--- src/rtl/uibg_pkg.sv ---
// Package: register map, field positions and timing constants for the UART irq/baud block
package uibg_pkg;
    localparam int          ADDR_W          = 4;
    localparam int          DATA_W          = 16;
    localparam logic [3:0]  OFS_STAT_CTRL   = 4'h0;
    localparam logic [3:0]  OFS_BAUD_CTRL   = 4'h1;
    localparam logic [3:0]  OFS_TX_STATUS   = 4'h2;
    localparam logic [3:0]  OFS_RX_STATUS   = 4'h3;
    localparam logic [3:0]  OFS_IRQ_STATUS  = 4'h4;
    localparam logic [3:0]  OFS_IRQ_ENABLE  = 4'h5;
    localparam logic [3:0]  OFS_IRQ_CLEAR   = 4'h6;
    localparam int          BIT_STALE       = 7;
    localparam int          BIT_CLEAR_TO_SEND_DELTA_IRQ_EN        = 6;
    localparam int          BIT_RXFULL      = 5;
    localparam int          BIT_RXHALF      = 4;
    localparam int          BIT_RXRDY       = 3;
    localparam int          BIT_TXEMPTY     = 2;
    localparam int          BIT_TXHALF      = 1;
    localparam int          BIT_TXAVAIL     = 0;
    localparam int          BIT_CLKDIR      = 13;
    localparam int          BIT_BAUDSRC     = 11;
    localparam int          DIV_LSB         = 8;
    localparam int          DIV_MSB         = 10;
    localparam int          PRE_LSB         = 0;
    localparam int          PRE_MSB         = 5;
    localparam logic [15:0] BAUD_WMASK      = 16'h2F3F;
    localparam logic [7:0]  CTRL_RESET      = 8'h00;
    localparam logic [15:0] BAUD_RESET      = 16'h0000;
    localparam logic [6:0]  PRE_BASE        = 7'h41;
    localparam int          TX_CTS_BIT      = 15;
    localparam int          STALE_BITS      = 30;
    localparam int          OVS             = 16;
    localparam int          EVT_N           = 8;
endpackage

--- src/rtl/uibg_top.sv ---
// Top: interrupt enables, irq status, baud generator and clock pin control
//
// Contract
// - Stale data flag raises irq when enabled
// - Clear-to-send change raises irq when enabled
// - Clear-to-send level readable via transmitter status
// - Rx full enable resets 0, irq while full
// - Rx half enable resets 0, irq above half
// - Rx ready enable: irq while data present
// - Tx empty enable: irq while tx empty
// - Tx half enable resets 0, irq below half
// - Tx avail enable resets 0, irq on slot
// - Direction bit: clock pin input/output
// - Baud source: system clock or pin
// - Divide generator clock by two to field
// - Prescaler divides by 65 minus field
// - Stale after 30 bit times, clear on read
// - Sync 1x receive uses sixteen-x clock
//
// Decided for this implementation: the address-and-strobe port and the address map.
module uibg_top
(
    // Clock and reset
    input  wire logic                        sys_clk_i,
    input  wire logic                        rst_n_i,
    // Register port
    input  wire logic [uibg_pkg::ADDR_W-1:0] addr_i,
    input  wire logic [uibg_pkg::DATA_W-1:0] wdata_i,
    input  wire logic                        wr_i,
    input  wire logic                        rd_i,
    output logic      [uibg_pkg::DATA_W-1:0] rdata_o,
    // Receiver and transmitter state
    input  wire logic                        rx_full_i,
    input  wire logic                        rx_half_i,
    input  wire logic                        rx_ready_i,
    input  wire logic                        rx_char_read_i,
    input  wire logic                        tx_empty_i,
    input  wire logic                        tx_half_i,
    input  wire logic                        tx_avail_i,
    input  wire logic                        sync_1x_mode_i,
    // Pins
    input  wire logic                        clear_to_send_pin_i,
    input  wire logic                        ext_serial_clock_pin_i,
    output logic                             ext_serial_clock_pin_o,
    output logic                             ext_serial_clock_pin_oe_n_o,
    // Clock enables and interrupt
    output logic                             sixteen_x_clock_o,
    output logic                             rx_bit_clk_o,
    output logic                             irq_o
);
    import uibg_pkg::*;

    logic [EVT_N-1:0]  ctrl_q, ctrl_d;
    logic [15:0]       baud_q, baud_d;
    logic [EVT_N-1:0]  ist_q, ist_d;
    logic [EVT_N-1:0]  ien_q, ien_d;
    logic [15:0]       rdata_q, rdata_d;
    logic              cts_q, cts_d;
    logic              pin_q, pin_d;
    logic [6:0]        pre_cnt_q, pre_cnt_d;
    logic [6:0]        div_cnt_q, div_cnt_d;
    logic              tick16_q, tick16_d;
    logic              ucko_q, ucko_d;
    logic [3:0]        ovs_q, ovs_d;
    logic [4:0]        age_q, age_d;
    logic              stale_q, stale_d;
    logic [EVT_N-1:0]  cond;
    logic              src_tick;
    logic              pre_tick;
    logic [6:0]        pre_div;
    logic [6:0]        div_lim;
    logic              bit_tick;

    function automatic logic hit(input logic [ADDR_W-1:0] a, input logic [ADDR_W-1:0] o);
        hit = (a == o);
    endfunction

    // Generator source: system clock every cycle or rising edge of the pin
    always_comb
    begin
        pin_d    = ext_serial_clock_pin_i;
        src_tick = baud_q[BIT_BAUDSRC] ? (ext_serial_clock_pin_i & ~pin_q) : 1'b1;
        pre_div  = PRE_BASE - {1'b0, baud_q[PRE_MSB:PRE_LSB]};
        div_lim  = 7'((8'h01 << baud_q[DIV_MSB:DIV_LSB]) - 8'h01);
        pre_cnt_d = pre_cnt_q;
        div_cnt_d = div_cnt_q;
        pre_tick  = 1'b0;
        tick16_d  = 1'b0;
        ucko_d    = ucko_q;
        if (src_tick)
        begin
            if (pre_cnt_q >= pre_div - 7'h01)
            begin
                pre_cnt_d = 7'h00;
                pre_tick  = 1'b1;
            end
            else
            begin
                pre_cnt_d = pre_cnt_q + 7'h01;
            end
        end
        if (pre_tick)
        begin
            if (div_cnt_q >= div_lim)
            begin
                div_cnt_d = 7'h00;
                tick16_d  = 1'b1;
                ucko_d    = ~ucko_q;
            end
            else
            begin
                div_cnt_d = div_cnt_q + 7'h01;
            end
        end
    end

    // Bit time from sixteen-x ticks; old data ages in bit times
    always_comb
    begin
        ovs_d    = tick16_q ? ovs_q + 4'h1 : ovs_q;
        bit_tick = tick16_q && (ovs_q == 4'(OVS - 1));
        age_d    = age_q;
        stale_d  = stale_q;
        if (!rx_ready_i || rx_char_read_i)
        begin
            age_d   = 5'h00;
            stale_d = 1'b0;
        end
        else if (bit_tick)
        begin
            if (age_q >= 5'(STALE_BITS))
                stale_d = 1'b1;
            else
                age_d = age_q + 5'h01;
        end
    end

    // Conditions and sticky status
    always_comb
    begin
        cts_d = clear_to_send_pin_i;
        cond[BIT_STALE]   = stale_q;
        cond[BIT_CLEAR_TO_SEND_DELTA_IRQ_EN]    = 1'b0;
        cond[BIT_RXFULL]  = rx_full_i;
        cond[BIT_RXHALF]  = rx_half_i;
        cond[BIT_RXRDY]   = rx_ready_i;
        cond[BIT_TXEMPTY] = tx_empty_i;
        cond[BIT_TXHALF]  = tx_half_i;
        cond[BIT_TXAVAIL] = tx_avail_i;
        ist_d = ist_q;
        if (wr_i && hit(addr_i, OFS_IRQ_CLEAR))
            ist_d = ist_q & ~wdata_i[EVT_N-1:0];
        // Set after clear so a same-cycle event survives
        ist_d[BIT_CLEAR_TO_SEND_DELTA_IRQ_EN] = ist_d[BIT_CLEAR_TO_SEND_DELTA_IRQ_EN] | (cts_q ^ clear_to_send_pin_i);
    end

    // Register writes and reads
    always_comb
    begin
        ctrl_d  = ctrl_q;
        baud_d  = baud_q;
        ien_d   = ien_q;
        rdata_d = 16'h0000;
        if (wr_i && hit(addr_i, OFS_STAT_CTRL))
            ctrl_d = wdata_i[EVT_N-1:0];
        // Reserved bits are dropped and read zero
        if (wr_i && hit(addr_i, OFS_BAUD_CTRL))
            baud_d = wdata_i & BAUD_WMASK;
        if (wr_i && hit(addr_i, OFS_IRQ_ENABLE))
            ien_d = wdata_i[EVT_N-1:0];
        if (rd_i)
        begin
            case (addr_i)
                OFS_STAT_CTRL:  rdata_d = {8'h00, ctrl_q};
                OFS_BAUD_CTRL:  rdata_d = baud_q;
                OFS_TX_STATUS:  rdata_d = 16'(cts_q) << TX_CTS_BIT;
                OFS_RX_STATUS:  rdata_d = {8'h00, cond};
                OFS_IRQ_STATUS: rdata_d = {8'h00, ist_q};
                OFS_IRQ_ENABLE: rdata_d = {8'h00, ien_q};
                default:        rdata_d = 16'h0000;
            endcase
        end
    end

    always_ff @(posedge sys_clk_i)
    begin
        if (!rst_n_i)
        begin
            ctrl_q    <= CTRL_RESET;
            baud_q    <= BAUD_RESET;
            ist_q     <= 8'h00;
            ien_q     <= 8'h00;
            rdata_q   <= 16'h0000;
            // Pins sampled in reset so no false edge follows it
            cts_q     <= clear_to_send_pin_i;
            pin_q     <= ext_serial_clock_pin_i;
            pre_cnt_q <= 7'h00;
            div_cnt_q <= 7'h00;
            tick16_q  <= 1'b0;
            ucko_q    <= 1'b0;
            ovs_q     <= 4'h0;
            age_q     <= 5'h00;
            stale_q   <= 1'b0;
        end
        else
        begin
            ctrl_q    <= ctrl_d;
            baud_q    <= baud_d;
            ist_q     <= ist_d;
            ien_q     <= ien_d;
            rdata_q   <= rdata_d;
            cts_q     <= cts_d;
            pin_q     <= pin_d;
            pre_cnt_q <= pre_cnt_d;
            div_cnt_q <= div_cnt_d;
            tick16_q  <= tick16_d;
            ucko_q    <= ucko_d;
            ovs_q     <= ovs_d;
            age_q     <= age_d;
            stale_q   <= stale_d;
        end
    end

    // Level conditions gate directly; delta is sticky
    logic [EVT_N-1:0] act;
    always_comb
    begin
        act = cond;
        act[BIT_CLEAR_TO_SEND_DELTA_IRQ_EN] = ist_q[BIT_CLEAR_TO_SEND_DELTA_IRQ_EN];
    end

    assign irq_o   = |(act & ctrl_q) | |(ist_q & ien_q);
    assign rdata_o = rdata_q;
    // Pin select is outside this block; direction assumes it is zero
    assign ext_serial_clock_pin_oe_n_o = ~baud_q[BIT_CLKDIR];
    assign ext_serial_clock_pin_o      = ucko_q;
    assign sixteen_x_clock_o           = tick16_q;
    // Pin source is only meaningful with the pin as input
    assign rx_bit_clk_o = sync_1x_mode_i ? tick16_q : bit_tick;
endmodule

--- config.mk ---
export PLATFORM = sky130hd
export DESIGN_NAME = uibg_top
export DESIGN_NICKNAME = d
export VERILOG_FILES = /design/src/rtl/uibg_pkg.sv /design/src/rtl/uibg_top.sv
export SDC_FILE = /design/constraint.sdc
export NUM_CORES = 1
export LEC_CHECK = 0
export BUFFER_PORTS_ARGS = -buffer_cell sky130_fd_sc_hd__buf_2
export CORE_ASPECT_RATIO = 1.4
export CORE_UTILIZATION = 42
export CTS_BUF_LIST = sky130_fd_sc_hd__clkbuf_4 sky130_fd_sc_hd__clkbuf_8
export DETAILED_ROUTE_END_ITERATION = 10
export GPL_ROUTABILITY_DRIVEN = 0
export PLACE_DENSITY = 0.63
export SYNTH_ARGS = -nofsm -noshare
export SYNTH_HDL_FRONTEND = slang
export SYNTH_SLANG_ARGS = --single-unit
--- constraint.sdc ---
create_clock -name sys_clk_i -period 4.6 [get_ports sys_clk_i]
set_input_delay 0.69 -clock sys_clk_i [delete_from_list [all_inputs] [get_ports sys_clk_i]]
set_output_delay 0.69 -clock sys_clk_i [all_outputs]
set_load 0.02 [all_outputs]
==> reports/qor.yml <==
global_route_wire_length_before_repair_um: 14600
timing.critical_path.from_type: "flop"
post_synth_instance_area_um2: 3580
finalSetupTns_ps: 0
die-area_um2: 8910
number_of_flops_mapped_to_enable_cells_by_yosys: 0
grt.overflow.total: 0
grt.total_usage_pct: 21.3
clk-insertion-delay-late_ps: 360
synth_largest_area_cell: "sky130_fd_sc_hd__dfxtp_1"
ys_dominant_reg_cell: "sky130_fd_sc_hd__dfxtp_1"
max_freq_mhz: 306
cts_max_level: 3
ioPinCount: 55
design.final.nets: 519
drt_pre_antenna_iters: 5
die_width_um: 80.1
number_of_global_route_vias_before_repair: 3111
cellLeakagePower_nw: 1.60
placement_rows: 39
placed_cell_area_um2: 3890
synth.lib_cells_used.distinct: 45
ys_seq_elements: 77
worst_slew_pin_slew_ps: 1090
final-max-slew-violation-count: 0
worst-r2r-cell-count: 11
detail_route.iter0.violations: 181
wirelength_um: 8640
dr_total_vias: 3129
largest_net_degree_at_the_start_of_global_routing: 33
number_of_buffers_added_to_fix_hold_violations_after_cts: 0
wl_per_cell_um: 15.2
drt.antenna.violating_nets: 0
min_period_over_period_pct: 70.9
detailedPlacementHpwl_um: 6290
cts-root-buf: "sky130_fd_sc_hd__clkbuf_8"
post-synth-top-count-cell: "sky130_fd_sc_hd__dfxtp_1"
layout.core_utilization_pct: 49.6
synth_top_cells_by_area: "sky130_fd_sc_hd__dfxtp_1 (43%), sky130_fd_sc_hd__nand2_1 (7.5%), sky130_fd_sc_hd__ha_1 (7.3%)"
hold_path_class: "input port to flop"
final-hold-violation-count: 0
vdd_drop_max_mv: 0.146
drc_violations_left: 0
yosys.area.top_type_share_pct: 43.0
ctsResizeCount: 0
tritoncts: "yes"
post_cts_buffers: 0
floorplan.initialDensity_pct: 43.7
area_of_the_core_um2: 8200
rsz0062_at_grt: "no"
crit_arrival_ps: 3560
status: "finished, final reports clean"
synth_common_cells: "sky130_fd_sc_hd__dfxtp_1 (77), sky130_fd_sc_hd__nand2_1 (72), sky130_fd_sc_hd__a21oi_1 (46)"
critical_path.max_fanout: 9
min_delay_path_depth: 1
area.growth.synth_to_final_pct: 13.3
syn_inst: 420
synthArstFlopShare_pct: 0
syn-mean-instance-area_um2: 8.53
portBuffers: 49
crit_required_ps: 4900
fin_skew_ps: 10.1
post_route_cells_drive_above_1_share_pct: 14.6
ff_latch_area_um2: 1540
antenna_violations_before_repair: 0
criticalPathCategory: "flop to flop"
longest_clk_path_bufs: 2
cts.sink_count: 77
clk_pin_slew_worst_paths_ps: 80
insertedDiodeCount: 0
setup-violations-final: 0
maxSlewHeadroom_pct: 27.0
multi_input_comb_area_um2: 1920
cp-end-kind: "flop"
seq_area_frac_synth_pct: 43.0
yosys_warnings: 0
timing.final.crit_period_ps: 3260
cap_viol_max_count: 0
final.fill_count: 816
viasPerCell: 5.50
chipHeight_um: 111
power_density_nw_per_um2: 308
numCtsBuffers: 9
final_area_um2: 4060
critical path, cell delays in order (launching register included):
cell and delay [ps]:
sky130_fd_sc_hd__dfxtp_1 380, sky130_fd_sc_hd__or3_1 420, sky130_fd_sc_hd__ha_1 280, sky130_fd_sc_hd__xor2_1 170, sky130_fd_sc_hd__nor2_1 90, sky130_fd_sc_hd__a21oi_1 60
sky130_fd_sc_hd__ha_1 310, sky130_fd_sc_hd__and3_1 210, sky130_fd_sc_hd__a221o_1 290, sky130_fd_sc_hd__a31o_1 290, sky130_fd_sc_hd__nor3_1 500, sky130_fd_sc_hd__a32o_1 210
per-layer routing:
metal  global-route usage (%)  vias up  share of wire, %
li1                         -     1578                 -
met5                        0        -                 0
met1                     24.5     1445                42
met4                     9.76        0               2.9
met2                     36.4       88                51
met3                     5.35       18               4.5
layout make-up:
cell class              count  share of cell area [%]
clock buffers              12                    3.91
clock inverters             2                   0.246
inverters                  11                    1.02
multi-input cells         313                    47.2
flip-flops and latches     77                    37.9
well taps                 102                    3.14
repair buffers             52                    6.59
final timing paths:
check	startpoint	slack [ps]	to
max reg2reg	baud_q[8]	1340	div_cnt_q[6]
min	ext_serial_clock_pin_i	440	pin_q
max	baud_q[8]	1340	div_cnt_q[6]
min reg2reg	cts_q	450	rdata_o[15]
power by group:
group	total, W	internal [W]	switching (W)
registers	0.000686	0.000676	0.00000941
clock network	0.000460	0.000224	0.000236
logic	0.000105	0.0000381	0.0000670
total	0.00125	0.000938	0.000312
logic make-up (layout without fill, tap and decap cells):
| logic type | count (synthesis) | in the layout | synth area share (%) |
|---|---|---|---|
| buffers and inverters | 31 | 77 | 3.66 |
| other | 1 | 2 | 0.105 |
| and+or+nand+nor | 166 | 166 | 22.0 |
| DFF | 77 | 77 | 43.0 |
| AOI/OAI and AO/OA | 103 | 103 | 18.7 |
| xor gates and xnor gates | 19 | 19 | 4.64 |
| muxes | 2 | 2 | 0.558 |
| adders and majority gates | 21 | 21 | 7.33 |
metrics by stage:
| step | total power [W] | setup WS, ps | hold slack (ps) | instances |
|---|---|---|---|---|
| global route | 0.00131 | 1100 | 425 | 569 |
| floorplan | 0.000768 | 1440 | 421 | 421 |
| CTS | 0.00127 | 1350 | 420 | 569 |
| finish | 0.00125 | 1340 | 444 | 569 |
| global placement | 0.000803 | 1440 | 435 | 555 |
| detailed placement | 0.000806 | 1380 | 435 | 555 |
placed cells by master (no fill, tap or decap), types with 2 or more instances in the layout:
cell	n
sky130_fd_sc_hd__a221oi_1	2
sky130_fd_sc_hd__conb_1	2
sky130_fd_sc_hd__mux2i_1	2
sky130_fd_sc_hd__ha_1	21
sky130_fd_sc_hd__nor3b_1	5
sky130_fd_sc_hd__o2111a_1	2
sky130_fd_sc_hd__o21ai_0	5
sky130_fd_sc_hd__a211oi_1	2
sky130_fd_sc_hd__xor2_1	12
sky130_fd_sc_hd__dfxtp_1	77
sky130_fd_sc_hd__a22oi_1	19
sky130_fd_sc_hd__nand4_1	6
sky130_fd_sc_hd__xnor2_1	7
sky130_fd_sc_hd__a21o_1	3
sky130_fd_sc_hd__a21oi_1	46
sky130_fd_sc_hd__nand2b_1	4
sky130_fd_sc_hd__clkbuf_8	11
sky130_fd_sc_hd__or3_1	3
sky130_fd_sc_hd__a31oi_1	6
sky130_fd_sc_hd__and2_1	7
sky130_fd_sc_hd__nor3_1	6
sky130_fd_sc_hd__nand2_1	72
sky130_fd_sc_hd__nand3b_1	2
sky130_fd_sc_hd__a32o_1	5
sky130_fd_sc_hd__nand3_1	20
sky130_fd_sc_hd__o211ai_1	5
sky130_fd_sc_hd__nor2b_1	2
sky130_fd_sc_hd__and3_1	7
sky130_fd_sc_hd__inv_1	11
sky130_fd_sc_hd__nor2_1	26
sky130_fd_sc_hd__buf_2	49
sky130_fd_sc_hd__a221o_1	2
sky130_fd_sc_hd__nand4b_1	2
sky130_fd_sc_hd__buf_4	3
sky130_fd_sc_hd__clkinv_2	2
sequential cells by signal, summed over array words and instances (netlist names):
signal,cells
ien_q,8
sixteen_x_clock_o,1
ovs_q,4
ctrl_q,8
cts_q,1
age_q,5
baud_q,11
div_cnt_q,7
ext_serial_clock_pin_o,1
pin_q,1
ist_q,8
pre_cnt_q,7
rdata_o,14
stale_q,1
Power figures use the tool's default switching activity.
